==> src/audio_port_pkg.sv <==
// Constants, register layout and state types of the two-unit audio port.
// Assumes a single 100 MHz system clock and a register port with reads
// answered one cycle after the strobe.
package audio_port_pkg;

   // Register offsets (byte addresses).
   localparam logic [7:0] OFS_MAIN_CONTROL = 8'h00;
   localparam logic [7:0] OFS_CLOCK_UNIT_CONTROL0 = 8'h04;
   localparam logic [7:0] OFS_CLOCK_UNIT_CONTROL1 = 8'h08;
   localparam logic [7:0] OFS_SERIALIZER_CONTROL0 = 8'h0C;
   localparam logic [7:0] OFS_SERIALIZER_CONTROL1 = 8'h10;
   localparam logic [7:0] OFS_INTERRUPT_ENABLE_CLR = 8'h14;
   localparam logic [7:0] OFS_INTERRUPT_ENABLE_SET = 8'h18;
   localparam logic [7:0] OFS_INTERRUPT_FLAGS = 8'h1C;
   localparam logic [7:0] OFS_SAMPLE_HOLDING0 = 8'h20;
   localparam logic [7:0] OFS_SAMPLE_HOLDING1 = 8'h24;

   // main_control fields.
   localparam int MC_ENABLE = 0;
   localparam int MC_CLOCK_UNIT_ENABLE = 1;
   localparam int MC_SERIALIZER_ENABLE = 3;
   localparam int MC_WIDTH = 5;

   // clock_unit_control fields.
   localparam int CU_SLOT_WIDTH_CODE = 0;
   localparam int CU_SLOT_COUNT = 2;
   localparam int CU_MASTER_MODE = 5;
   localparam int CU_MCK_OUT_EN = 6;
   localparam int CU_MCK_SRC_SEL = 7;
   localparam int CU_SCK_SRC_SEL = 8;
   localparam int CU_SERIAL_CLK_DIV = 9;
   localparam int CU_MCK_OUT_DIV = 14;
   localparam int CU_TDM_FORMAT = 20;
   localparam int CU_WIDTH = 21;

   // serializer_control fields.
   localparam int SC_TRANSMIT = 0;
   localparam int SC_CLOCK_UNIT_SEL = 1;
   localparam int SC_REPEAT_ON_UNDERRUN = 2;
   localparam int SC_WIDTH = 3;

   // interrupt_flags fields, two bits each (one per serializer).
   localparam int IF_RX_READY = 0;
   localparam int IF_TX_READY = 2;
   localparam int IF_RX_OVERRUN = 4;
   localparam int IF_TX_UNDERRUN = 6;

   // Reset values.
   localparam logic [MC_WIDTH-1:0] MC_RESET = 5'h00;
   localparam logic [CU_WIDTH-1:0] CU_RESET = 21'h000000;
   localparam logic [SC_WIDTH-1:0] SC_RESET = 3'h0;
   localparam logic [3:0] IEN_RESET = 4'h0;

   typedef struct packed {
      logic src_prev;
      logic [4:0] hcnt;
      logic sck;
      logic [5:0] mhcnt;
      logic mck;
      logic [8:0] bidx;
      logic fs;
      logic run;
   } clock_unit_t;

   typedef struct packed {
      logic run;
      logic synced;
      logic pend;
      logic sck_prev;
      logic fs_prev;
      logic [4:0] bitcnt;
      logic [2:0] slot;
      logic [31:0] shreg;
      logic [31:0] txw;
      logic [31:0] hold;
      logic full;
      logic ovr;
      logic unr;
      logic sd;
      logic [7:0][31:0] last;
   } serializer_t;

   typedef struct packed {
      logic [MC_WIDTH-1:0] main_ctl;
      logic [1:0][CU_WIDTH-1:0] cu_ctl;
      logic [1:0][SC_WIDTH-1:0] ser_ctl;
      logic [3:0] ien;
      logic [3:0] rdy_prev;
      logic [31:0] rdata;
      logic [1:0] cu_run_prev;
      clock_unit_t [1:0] cu;
      serializer_t [1:0] ser;
   } state_t;

   typedef struct packed {
      logic [7:0] addr;
      logic [31:0] wdata;
      logic wr;
      logic rd;
   } reg_req_t;

   typedef struct packed {
      logic [1:0] mck_in;
      logic [1:0] sck_in;
      logic [1:0] fs_in;
      logic [1:0] sd_in;
   } pins_in_t;

   typedef struct packed {
      logic [1:0] mck_out;
      logic [1:0] mck_oe;
      logic [1:0] sck_out;
      logic [1:0] sck_oe;
      logic [1:0] fs_out;
      logic [1:0] fs_oe;
      logic [1:0] sd_out;
      logic [1:0] sd_oe;
   } pins_out_t;

endpackage : audio_port_pkg

==> src/audio_port.sv <==
// Two clock units and two serializers of a frame-based audio serial port.
// Assumes every pin input and the source clocks are synchronous to clk and
// change much slower than clk, so each level is seen for several cycles.
//
// Function
// - Two clock units, two serializers each rx or tx, shared or separate units.
// - Units run when their enable and global enable are one; serializers also need their unit running.
// - A clock unit may run alone, driving only the clock and sync pins.
// - Clearing an enable stops only that unit; transmit ends at frame end.
// - A stopped receiver finishes the slot in progress before halting.
// - Receive holding reads yield samples in slot order.
// - Enabled ready flags drive the interrupt line; enables set by writing one.
// - Four DMA triggers; each ready assertion requests exactly one transfer.
// - In slave mode bit clock and frame sync are inputs.
// - In master mode clock and sync pins are outputs from the source clock.
// - Oversampling clock output is source clock over divider plus one.
// - Bit clock equals source clock over serial divider plus one.
// - Slot width code gives 8 to 32 bits; frame is width times slots.
// - Serial divider zero passes the source clock straight through.
// - Frame sync is word select in I2S format, frame start in TDM.
// - Receive ready sets on a new word; reading the holding register clears it.
// - A word arriving unread sets overrun; writing one clears it.
// - One holding register per serializer serves all slots in turn.
// - Transmit ready is set while holding is empty; a write clears it.
// - Underrun sets a flag and sends zero or the slot's previous word.
// - Data change on falling bit clock edge and are sampled on rising.
//
// Local design decisions: the register addresses and strobed register access.
`timescale 1ns/1ps
module audio_port
   import audio_port_pkg::*;
(
   // System.
   input wire logic clk,
   input wire logic resetn,
   // Register port.
   input wire audio_port_pkg::reg_req_t req,
   output logic [31:0] rdata,
   // Per-unit source clocks, sampled as levels.
   input wire logic [1:0] unit_source_clock,
   // Pins.
   input wire audio_port_pkg::pins_in_t pins_in,
   output audio_port_pkg::pins_out_t pins_out,
   // Interrupt and DMA triggers.
   output logic irq,
   output logic [1:0] rx_dma_trigger,
   output logic [1:0] tx_dma_trigger
);
   import audio_port_pkg::*;

   // Bits per slot for a slot width code.
   function automatic logic [5:0] slot_bits(input logic [1:0] code);
      slot_bits = {code, 3'b000} + 6'd8;
   endfunction : slot_bits

   // Bits per frame: slot bits times slot count.
   function automatic logic [8:0] frame_bits(input logic [CU_WIDTH-1:0] c);
      logic [8:0] w;
      logic [3:0] n;
      w = {3'b000, slot_bits(c[CU_SLOT_WIDTH_CODE +: 2])};
      n = {1'b0, c[CU_SLOT_COUNT +: 3]} + 4'd1;
      frame_bits = 9'(w * {5'b00000, n});
   endfunction : frame_bits

   state_t s_r;
   state_t s_nxt;

   logic [1:0] eff_sck;
   logic [1:0] eff_fs;
   logic [1:0] tx_rdy;
   logic [1:0] rx_rdy;
   logic [1:0] master;

   ////////////////////////////////////////////////////////////////////////////
   // Effective clock and sync per unit: generated in master mode, pins else.

   always_comb begin
      for (int u = 0; u < 2; u++) begin
         master[u] = s_r.cu_ctl[u][CU_MASTER_MODE];
         eff_sck[u] = master[u] ? s_r.cu[u].sck : pins_in.sck_in[u];
         eff_fs[u] = master[u] ? s_r.cu[u].fs : pins_in.fs_in[u];
      end
      for (int m = 0; m < 2; m++) begin
         rx_rdy[m] = s_r.ser[m].run & ~s_r.ser_ctl[m][SC_TRANSMIT]
            & s_r.ser[m].full;
         tx_rdy[m] = s_r.ser[m].run & s_r.ser_ctl[m][SC_TRANSMIT]
            & ~s_r.ser[m].full;
      end
   end

   ////////////////////////////////////////////////////////////////////////////
   // Next-state logic.

   always_comb begin
      logic glob;
      logic src;
      logic src_edge;
      logic sck_fall;
      logic [4:0] div;
      logic [5:0] mdiv;
      logic [8:0] fb;
      logic u;
      logic rise;
      logic fall;
      logic start_lvl;
      logic fs_start;
      logic [4:0] last_bit;
      logic [5:0] sb;
      logic [4:0] nb;
      logic [2:0] ns;
      logic [31:0] word;
      logic stop_req;
      logic [3:0] flags;
      glob = 1'b0;
      src = 1'b0;
      src_edge = 1'b0;
      sck_fall = 1'b0;
      div = 5'h00;
      mdiv = 6'h00;
      fb = 9'h000;
      u = 1'b0;
      rise = 1'b0;
      fall = 1'b0;
      start_lvl = 1'b0;
      fs_start = 1'b0;
      last_bit = 5'h00;
      sb = 6'h00;
      nb = 5'h00;
      ns = 3'h0;
      word = 32'h00000000;
      stop_req = 1'b0;
      flags = 4'h0;
      s_nxt = s_r;
      s_nxt.rdata = 32'h00000000;
      glob = s_r.main_ctl[MC_ENABLE];

      // Register writes.
      if (req.wr) begin
         case (req.addr)
            OFS_MAIN_CONTROL: s_nxt.main_ctl = req.wdata[MC_WIDTH-1:0];
            OFS_CLOCK_UNIT_CONTROL0: s_nxt.cu_ctl[0] = req.wdata[CU_WIDTH-1:0];
            OFS_CLOCK_UNIT_CONTROL1: s_nxt.cu_ctl[1] = req.wdata[CU_WIDTH-1:0];
            OFS_SERIALIZER_CONTROL0: s_nxt.ser_ctl[0] = req.wdata[SC_WIDTH-1:0];
            OFS_SERIALIZER_CONTROL1: s_nxt.ser_ctl[1] = req.wdata[SC_WIDTH-1:0];
            OFS_INTERRUPT_ENABLE_CLR: s_nxt.ien = s_r.ien & ~req.wdata[3:0];
            OFS_INTERRUPT_ENABLE_SET: s_nxt.ien = s_r.ien | req.wdata[3:0];
            OFS_INTERRUPT_FLAGS: begin
               for (int m = 0; m < 2; m++) begin
                  if (req.wdata[IF_RX_OVERRUN + m])
                     s_nxt.ser[m].ovr = 1'b0;
                  if (req.wdata[IF_TX_UNDERRUN + m])
                     s_nxt.ser[m].unr = 1'b0;
               end
            end
            OFS_SAMPLE_HOLDING0, OFS_SAMPLE_HOLDING1: begin
               u = req.addr[2];
               if (s_r.ser_ctl[u][SC_TRANSMIT] && s_r.ser[u].run) begin
                  s_nxt.ser[u].hold = req.wdata;
                  s_nxt.ser[u].full = 1'b1;
               end
            end
            default: ;
         endcase
      end

      // Register reads; the answer stands one cycle later.
      if (req.rd) begin
         for (int m = 0; m < 2; m++) begin
            flags[m] = rx_rdy[m];
            flags[2 + m] = tx_rdy[m];
         end
         case (req.addr)
            OFS_MAIN_CONTROL: s_nxt.rdata = 32'(s_r.main_ctl);
            OFS_CLOCK_UNIT_CONTROL0: s_nxt.rdata = 32'(s_r.cu_ctl[0]);
            OFS_CLOCK_UNIT_CONTROL1: s_nxt.rdata = 32'(s_r.cu_ctl[1]);
            OFS_SERIALIZER_CONTROL0: s_nxt.rdata = 32'(s_r.ser_ctl[0]);
            OFS_SERIALIZER_CONTROL1: s_nxt.rdata = 32'(s_r.ser_ctl[1]);
            OFS_INTERRUPT_ENABLE_CLR,
            OFS_INTERRUPT_ENABLE_SET: s_nxt.rdata = 32'(s_r.ien);
            OFS_INTERRUPT_FLAGS: s_nxt.rdata = 32'({s_r.ser[1].unr,
               s_r.ser[0].unr, s_r.ser[1].ovr, s_r.ser[0].ovr, flags});
            OFS_SAMPLE_HOLDING0, OFS_SAMPLE_HOLDING1: begin
               u = req.addr[2];
               s_nxt.rdata = s_r.ser[u].hold;
               if (!s_r.ser_ctl[u][SC_TRANSMIT])
                  s_nxt.ser[u].full = 1'b0;
            end
            default: s_nxt.rdata = 32'h00000000;
         endcase
      end

      // Clock units.
      for (int c = 0; c < 2; c++) begin
         src = s_r.cu_ctl[c][CU_MCK_SRC_SEL] | s_r.cu_ctl[c][CU_SCK_SRC_SEL]
            ? pins_in.mck_in[c] : unit_source_clock[c];
         src_edge = src != s_r.cu[c].src_prev;
         s_nxt.cu[c].src_prev = src;
         div = s_r.cu_ctl[c][CU_SERIAL_CLK_DIV +: 5];
         mdiv = s_r.cu_ctl[c][CU_MCK_OUT_DIV +: 6];
         fb = frame_bits(s_r.cu_ctl[c]);
         sck_fall = 1'b0;
         // Stopping at a frame boundary keeps a partial frame off the pins.
         if (glob && s_r.main_ctl[MC_CLOCK_UNIT_ENABLE + c])
            s_nxt.cu[c].run = 1'b1;
         else if (!s_r.cu[c].run || s_r.cu[c].bidx == 9'h000
               || !master[c])
            s_nxt.cu[c].run = 1'b0;
         if (s_r.cu[c].run && master[c] && src_edge) begin
            // Counting both source edges gives an exact divide by div+1.
            if (s_r.cu[c].hcnt >= div) begin
               s_nxt.cu[c].hcnt = 5'h00;
               s_nxt.cu[c].sck = ~s_r.cu[c].sck;
               sck_fall = s_r.cu[c].sck;
            end else begin
               s_nxt.cu[c].hcnt = s_r.cu[c].hcnt + 5'd1;
            end
            if (s_r.cu[c].mhcnt >= mdiv) begin
               s_nxt.cu[c].mhcnt = 6'h00;
               s_nxt.cu[c].mck = ~s_r.cu[c].mck;
            end else begin
               s_nxt.cu[c].mhcnt = s_r.cu[c].mhcnt + 6'd1;
            end
         end
         if (sck_fall) begin
            s_nxt.cu[c].bidx = (s_r.cu[c].bidx + 9'd1 >= fb) ? 9'h000
               : s_r.cu[c].bidx + 9'd1;
            // Word select low for the left half; TDM pulses on bit zero.
            if (s_r.cu_ctl[c][CU_TDM_FORMAT])
               s_nxt.cu[c].fs = s_nxt.cu[c].bidx == 9'h000;
            else
               s_nxt.cu[c].fs = s_nxt.cu[c].bidx >= {1'b0, fb[8:1]};
         end
         if (!s_r.cu[c].run) begin
            s_nxt.cu[c].hcnt = 5'h00;
            s_nxt.cu[c].mhcnt = 6'h00;
            s_nxt.cu[c].sck = 1'b0;
            s_nxt.cu[c].mck = 1'b0;
            // Parked on the last bit, so the first fall opens a whole frame.
            s_nxt.cu[c].bidx = fb - 9'd1;
            s_nxt.cu[c].fs = ~s_r.cu_ctl[c][CU_TDM_FORMAT];
         end
      end

      // Serializers.
      for (int m = 0; m < 2; m++) begin
         u = s_r.ser_ctl[m][SC_CLOCK_UNIT_SEL];
         rise = eff_sck[u] & ~s_r.ser[m].sck_prev;
         fall = ~eff_sck[u] & s_r.ser[m].sck_prev;
         s_nxt.ser[m].sck_prev = eff_sck[u];
         start_lvl = s_r.cu_ctl[u][CU_TDM_FORMAT];
         sb = slot_bits(s_r.cu_ctl[u][CU_SLOT_WIDTH_CODE +: 2]);
         last_bit = sb[4:0] - 5'd1;
         stop_req = !(glob && s_r.main_ctl[MC_SERIALIZER_ENABLE + m]);
         if (!stop_req && s_r.cu[u].run)
            s_nxt.ser[m].run = 1'b1;
         // Position the next rising edge will take.
         if (s_r.ser[m].pend) begin
            nb = 5'h00;
            ns = 3'h0;
         end else if (s_r.ser[m].bitcnt == last_bit) begin
            nb = 5'h00;
            ns = (s_r.ser[m].slot == s_r.cu_ctl[u][CU_SLOT_COUNT +: 3])
               ? 3'h0 : s_r.ser[m].slot + 3'd1;
         end else begin
            nb = s_r.ser[m].bitcnt + 5'd1;
            ns = s_r.ser[m].slot;
         end
         if (s_r.ser[m].run && rise) begin
            s_nxt.ser[m].fs_prev = eff_fs[u];
            // The frame starts one bit after the sync transition.
            fs_start = eff_fs[u] == start_lvl
               && s_r.ser[m].fs_prev != start_lvl;
            s_nxt.ser[m].pend = fs_start;
            if (fs_start)
               s_nxt.ser[m].synced = 1'b1;
            // The sync rise still carries the last bit of the frame.
            if (!s_r.ser[m].pend) begin
               s_nxt.ser[m].bitcnt = nb;
               s_nxt.ser[m].slot = ns;
            end
            if (s_r.ser[m].pend) begin
               s_nxt.ser[m].bitcnt = 5'h00;
               s_nxt.ser[m].slot = 3'h0;
            end
            // Receive: sample on the rising edge, MSB first.
            if (!s_r.ser_ctl[m][SC_TRANSMIT] && s_r.ser[m].synced) begin
               word = {s_r.ser[m].shreg[30:0], pins_in.sd_in[m]};
               s_nxt.ser[m].shreg = word;
               if (s_nxt.ser[m].bitcnt == last_bit) begin
                  s_nxt.ser[m].hold = word << (5'd31 - last_bit);
                  s_nxt.ser[m].full = 1'b1;
                  if (s_r.ser[m].full && !(req.rd && req.addr[2] == m[0]
                        && (req.addr == OFS_SAMPLE_HOLDING0
                        || req.addr == OFS_SAMPLE_HOLDING1)))
                     s_nxt.ser[m].ovr = 1'b1;
                  if (stop_req)
                     s_nxt.ser[m].run = 1'b0;
               end
            end
         end
         // Transmit: change data on the falling edge.
         if (s_r.ser[m].run && fall && s_r.ser_ctl[m][SC_TRANSMIT]
               && s_r.ser[m].synced) begin
            if (nb == 5'h00) begin
               if (ns == 3'h0 && stop_req) begin
                  s_nxt.ser[m].run = 1'b0;
                  word = 32'h00000000;
               end else if (s_r.ser[m].full) begin
                  word = s_r.ser[m].hold;
                  s_nxt.ser[m].full = 1'b0;
               end else begin
                  s_nxt.ser[m].unr = 1'b1;
                  word = s_r.ser_ctl[m][SC_REPEAT_ON_UNDERRUN]
                     ? s_r.ser[m].last[ns] : 32'h00000000;
               end
               s_nxt.ser[m].last[ns] = word;
               s_nxt.ser[m].txw = word;
               s_nxt.ser[m].sd = word[31];
            end else begin
               s_nxt.ser[m].sd = s_r.ser[m].txw[5'd31 - nb];
            end
         end
         // A serializer not yet synchronised stops at once.
         if (stop_req && !s_r.ser[m].synced)
            s_nxt.ser[m].run = 1'b0;
         if (!s_nxt.ser[m].run) begin
            s_nxt.ser[m].synced = 1'b0;
            s_nxt.ser[m].pend = 1'b0;
            s_nxt.ser[m].full = 1'b0;
            s_nxt.ser[m].sd = 1'b0;
            s_nxt.ser[m].bitcnt = 5'h00;
            s_nxt.ser[m].slot = 3'h0;
            s_nxt.ser[m].fs_prev = start_lvl;
         end
      end
      s_nxt.rdy_prev = {tx_rdy, rx_rdy};
   end

   ////////////////////////////////////////////////////////////////////////////
   // State register.

   always_ff @(posedge clk) begin
      if (!resetn) begin
         s_r <= '0;
         s_r.main_ctl <= MC_RESET;
         s_r.cu_ctl <= {CU_RESET, CU_RESET};
         s_r.ser_ctl <= {SC_RESET, SC_RESET};
         s_r.ien <= IEN_RESET;
      end else begin
         s_r <= s_nxt;
      end
   end

   ////////////////////////////////////////////////////////////////////////////
   // Outputs.

   always_comb begin
      rdata = s_r.rdata;
      irq = |({tx_rdy, rx_rdy} & s_r.ien);
      // One pulse per rising ready flag gives one DMA transfer each.
      rx_dma_trigger = rx_rdy & ~s_r.rdy_prev[1:0];
      tx_dma_trigger = tx_rdy & ~s_r.rdy_prev[3:2];
      for (int c = 0; c < 2; c++) begin
         pins_out.mck_out[c] = s_r.cu[c].mck;
         pins_out.sck_out[c] = s_r.cu[c].sck;
         pins_out.fs_out[c] = s_r.cu[c].fs;
         pins_out.sck_oe[c] = master[c] & s_r.cu[c].run;
         pins_out.fs_oe[c] = master[c] & s_r.cu[c].run;
         pins_out.mck_oe[c] = master[c] & s_r.cu[c].run
            & s_r.cu_ctl[c][CU_MCK_OUT_EN];
      end
      for (int m = 0; m < 2; m++) begin
         pins_out.sd_out[m] = s_r.ser[m].sd;
         pins_out.sd_oe[m] = s_r.ser[m].run & s_r.ser_ctl[m][SC_TRANSMIT];
      end
   end

endmodule : audio_port

==> config.mk <==
export PLATFORM = sky130hd
export DESIGN_NAME = audio_port
export DESIGN_NICKNAME = d
export VERILOG_FILES = /design/src/audio_port_pkg.sv /design/src/audio_port.sv
export SDC_FILE = /design/constraint.sdc
export NUM_CORES = 2
export LEC_CHECK = 0
export BUFFER_PORTS_ARGS = -buffer_cell sky130_fd_sc_hd__clkbuf_2
export CAP_MARGIN = 5
export CORE_AREA = 2 2 373 375
export CTS_BUF_LIST = sky130_fd_sc_hd__clkbuf_16
export DETAILED_ROUTE_END_ITERATION = 16
export DIE_AREA = 0 0 375 377
export PLACE_DENSITY_LB_ADDON = 0.1
export SLEW_MARGIN = 10
export SYNTH_ARGS = -nofsm -noshare
export SYNTH_HDL_FRONTEND = slang
export SYNTH_SLANG_ARGS = --single-unit
==> constraint.sdc <==
create_clock -name clk -period 4.4 [get_ports clk]
set_input_delay 0.44 -clock clk [delete_from_list [all_inputs] [get_ports clk]]
set_output_delay 0.44 -clock clk [all_outputs]
set_load 0.01 [all_outputs]
# Yosys cells after proc, flatten, opt, wreduce, memory -nomap -nowiden
# Cells that the tools add are included.
# word_totals
reg_bits	881
inputBits	54
elab_cells	426
# op_classes
add_sub_neg	24
mul	2
magnitude_cmp	18
n_eq_ne	23
shifts	2
n_mux	165
n_bitwise	41
reduce_logical	83
# op_table
operator	count
two-way mux 738 bit	5
bitwise mux 738 bit	3
demux 369 bit (select 1 bit)	2
two-way mux 369 bit	2
two-way mux 32 bit	20
two-way mux 258 bit	2
bitwise mux 256 bit	2
two-way mux 256 bit	2
two-way mux 367 bit	1
two-way mux 292 bit	1
two-way mux 260 bit	1
two-way mux 257 bit	1
case mux 32 bit (8 select lines)	1
two-way mux 34 bit	6
binary-select mux 32 bit (select 3 bit)	2
demux 32 bit (select 3 bit)	2
two-way mux 110 bit	1
two-way mux 21 bit	4
two-way mux 41 bit	2
two-way mux 1 bit	72
<< shifter 32 x 5 -> 32 bit	2
two-way mux 10 bit	4
logical AND 1 bit	36
logical NOT 9 bit	4
other kinds (54)	180

# Longest topological paths before layout
# logic_depth
word_depth	23
ltp_mapped	24
mapped_depth_nobuf	24

# Worst setup path after synthesis
# No wires, ideal clock.
# synth_path
kind	reg-to-reg
from	register s_r[839] (netlist name)
to	register s_r (netlist bit pins_out[6])
setup_ns	0.132
arrival_time_ns	4.685
t_required_ns	4.268
setup_slack_ns	-0.417
path_stages_with_launch	25
n_path_buf	0
period_less_slack_ns	4.817
path_cell_list	dfxtp_1 ha_1 xor2_1 nor2b_1 ha_1 ha_1 ha_1 fa_1 inv_1 ha_1 o21a_1 o21ai_0 nand2b_1 a21o_1 nor2_1 ha_1 o21a_1 o21a_1 o21ai_0 nand2b_1 a21oi_1 nor2b_1 a2111oi_0 a311o_1 a21oi_1
# synth_between
elab_chain_len	8
word_cells_on_any_way	9
cone_classes	add/sub: 1; mul: 1; order compare: 2; mux: 4; reduce/logical: 1
# synth_lines
element	line_no	text
from (decl)	audio_port.sv:65	state_t s_r;
from (signal assigned)	audio_port.sv:350	s_r <= s_nxt;
adder 3 x 1 -> 4 bit *	audio_port.sv:61	n = {1'b0, c[CU_SLOT_COUNT +: 3]} + 4'd1;
multiplier 6 x 4 -> 9 bit *	audio_port.sv:62	frame_bits = 9'(w * {5'b00000, n});
>= comparator 9 bit	audio_port.sv:225	s_nxt.cu[c].bidx = (s_r.cu[c].bidx + 9'd1 >= fb) ? 9'h000
two-way mux 9 bit	audio_port.sv:225	
>= comparator 9 x 8 -> 1 bit / logical NOT 9 bit (equally long branches)	audio_port.sv:231, audio_port.sv:229	
two-way mux 1 bit *	audio_port.sv:228	if (s_r.cu_ctl[c][CU_TDM_FORMAT])
two-way mux 10 bit *	audio_port.sv:224	if (sck_fall) begin
two-way mux 10 bit *	audio_port.sv:233	if (!s_r.cu[c].run) begin
# Every way passes the cells marked *; elsewhere a longest branch is shown, timed or not. The select of a mux whose other input is x is not followed.
# A chain may end at the register's enable or synchronous reset.

# Worst setup path after layout
# Ends and elaborated chain as after synthesis.

==> metrics.yaml <==
pwr:
  power.net_switching_uw: 4070
  p_per_area_nw_per_um2: 362
  pwr-share-clk: 0.521
  total_leakage_power_uw: 0.0171
  power_frac_seq: 0.460
  total_power_uw: 17300
  peakVddDrop_mv: 0.280
  power.internal_uw: 13300
  swShare: 0.235
  combPwrFrac: 0.019
critical_path:
  path_delay_family: "adder cells"
  crit_path_top_delay_cell: "fa_2"
  worst-r2r-setup-slack_ns: -0.23
  critical_path_class: "flop to flop"
  worstPathMaxFanout: 3
  cp_slowest_stage_delay_ns: 0.58
  cp-end-kind: "flop"
  required_ns: 4.98
  critPathArrivalTime_ns: 5.21
  critPathLaunchType: "flop"
  cp_num_cells: 24
  worst-path-buf-inv: 1
  r2r_cells: 24
  cp_cell_sequence: "ha_4 > xor2_2 > nor2b_2 > ha_1 > ha_1 > ha_2 > fa_2 > inv_2 > ha_4 > o21a_1 > o21ai_1 > nand2b_1 > a21o_1 > nor2_1 > ha_1 > o21a_1 > o21a_1 > o21ai_1 > nand2b_1 > a21oi_2 > nor2b_1 > a2111oi_2 > a311o_1 > a21oi_1"
sta:
  worst_clock_skew_ns: 0.0311
  slew_viol_final: 0
  tightest_slew_ns: 1.12
  fin_ws_ns: -0.232
  maxSlewHeadroom: 0.254
  period_share: 1.05
  rsz0062_at_grt: "yes"
  hold_viol: 0
  finalCriticalPeriod_ns: 4.63
  setup_tns_ns: -0.293
  whs_ns: 0.0478
  setup_viol: 2
  max_freq_ghz: 0.216
grt:
  grt_first_pass_wirelength_mm: 241
  track_usage: 0.224
  antenna_found_initial: 5
  grt_max_degree: 237
  gr-total-overflow: 0
  grt_pass1_vias: 35824
yosys:
  ys_types: 94
  synth_flop_cell: "dfxtp_1"
  yosysWarnings: 0
  syn_nets: 5045
  synth.avg_cell_area_um2: 8.37
  synth_edf_count: 0
  ys_seq_area_frac: 0.428
  synthArstFlopShare: 0
  syn_inst: 4905
  syn-cell-area_um2: 41100
  ys_seq_elements: 878
route:
  firstDrtPassIters: 8
  wl_mm: 162
  via_per_inst: 5.48
  ant_nets: 0
  num_vias: 37106
  drt_iter0_drc: 2978
  wire_per_inst_um: 23.8
  drc_errors: 0
place:
  placedCellCount: 6565
  post-dp-hpwl_mm: 106
  post-place-ws_ns: -0.358
  place_congestion: 0.822
  place.port_buffers: 106
layout:
  drive_gt1_frac: 0.148
  layout.cells.non_filler: 6776
  final_net_count: 5032
  final_common_cell: "dfxtp_1"
  area_growth_syn_to_layout_pct: 16.6
  final_cell_mix: "dfxtp_1 (869), a21oi_1 (630), o21ai_0 (581)"
clock_tree:
  htreeDepth: 3
  clkSinkCount: 878
  cts_buffer_depth: 3
  cts_tree: "built"
  root_buffer: "clkbuf_16"
  cts_buffers: 107
  clock_latency_ns: 0.74
  path_clk_slew_ns: 0.06
floorplan:
  die_h_um: 377
  fp.dieArea_um2: 141000
  fp-row-count: 136
  io_pins: 107
  die_w_um: 375
  core_um2: 137000
  start_util: 0.300
hold_path:
  holdPathStages: 3
  hold_class: "input pin to flop"
job:
  cap_viol_max_count: 0
status:
  violations: "negative setup slack"
  status: "complete, but fails checks"
area by class of cell:
| cell class | instances | area [um^2] |
|---|---|---|
| diodes | 1 | 2.50 |
| multi-input cells | 3490 | 21600 |
| clock buffers | 109 | 2730 |
| inverters | 72 | 278 |
| well taps | 1794 | 2240 |
| clock inverters | 89 | 822 |
| flip-flops and latches | 878 | 17600 |
| repair buffers | 343 | 2620 |
| fillers | 14154 | 89100 |
worst register-to-register path, stage by stage (launching register included):
cell       delay, ns
dfxtp_4         0.34
ha_4            0.15
xor2_2          0.15
nor2b_2         0.16
ha_1            0.27
ha_1            0.28
ha_2            0.19
fa_2            0.58
inv_2           0.05
ha_4            0.20
o21a_1          0.10
o21ai_1         0.11
nand2b_1        0.08
a21o_1          0.19
nor2_1          0.10
ha_1            0.23
o21a_1          0.17
o21a_1          0.17
o21ai_1         0.11
nand2b_1        0.08
a21oi_2         0.13
nor2b_1         0.07
a2111oi_2       0.34
a311o_1         0.18
a21oi_1         0.06
worst paths after layout:
kind                              start                       end
setup / recovery  s_r[839]$_SDFFE_PN0P_  pins_out[6]$_SDFFE_PN0P_
hold / removal                  req[12]     s_r[846]$_SDFFE_PN0P_
setup reg to reg  s_r[839]$_SDFFE_PN0P_  pins_out[6]$_SDFFE_PN0P_
hold reg to reg   s_r[392]$_SDFFE_PN0P_     s_r[392]$_SDFFE_PN0P_
cells by family after synthesis:
kind of cell	synth area share
AND/OR/NAND/NOR	0.133
XOR/XNOR	0.0160
adder cells (fa/ha/maj)	0.0269
multiplexers	0.0595
flip-flops	0.428
AO/OA/AOI/OAI	0.280
buffers and inverters	0.0557
metrics by stage:
stage | cell area (um^2) | utilization
5_1_grt | 47900 | 0.350
2_1_floorplan | 41100 | -
6_report | 47900 | 0.350
4_1_cts | 47800 | 0.349
3_5_place_dp | 44100 | 0.322
3_3_place_gp | 44100 | 0.322
power by group through the flow:
stage / combinational (uW) / clock, uW / sequential [uW]
finish: 335 / 9030 / 7960
global route: 358 / 9530 / 7960
CTS: 333 / 9240 / 7960
detailed placement: 322 / 0 / 8140
global placement: 325 / 0 / 8140
floorplan: 172 / 0 / 8130
what timing repair did:
action,4_1_cts,5_1_grt
pin swaps,14,9
hold buffers,11,0
endpoints found under the setup margin,2,45
cloned,0,0
hold endpoints to repair,13,0
setup buffers,1,0
resized for setup,10,17
state kept, by name, indices dropped and copies added (netlist names), named ones only:
name and count:
s_r 832, rdata 32, pins_out 8, master 2
per-layer routing:
metal  up-vias  share of wire  global-route usage
met5         -              0                   0
met4         0          0.032              0.0728
met2      1126           0.44               0.343
li1      17729              -                   -
met1     17997           0.47               0.314
met3       254          0.060              0.0421
cell usage after synthesis, types with 31 or more instances:
library cell / n / share of area
a211oi_1: 156 / 0.029
a21o_1: 38 / 0.0069
a21oi_1: 634 / 0.077
a31oi_1: 86 / 0.013
a32oi_1: 31 / 0.0066
a32oi_2: 33 / 0.013
and2_1: 47 / 0.0072
buf_2: 55 / 0.0067
buf_4: 50 / 0.0091
clkbuf_1: 338 / 0.031
dfxtp_1: 878 / 0.43
ha_1: 82 / 0.025
inv_1: 71 / 0.0065
mux2_2: 56 / 0.015
mux2i_1: 164 / 0.040
nand2_1: 541 / 0.049
nand3_1: 165 / 0.020
nor2_1: 303 / 0.028
nor3_1: 57 / 0.0069
o21ai_0: 587 / 0.072
o21ai_1: 32 / 0.0039
o22ai_1: 35 / 0.0053
xnor2_1: 37 / 0.0079
xor2_1: 36 / 0.0077
No activity file was read; power rests on OpenSTA's default activity.
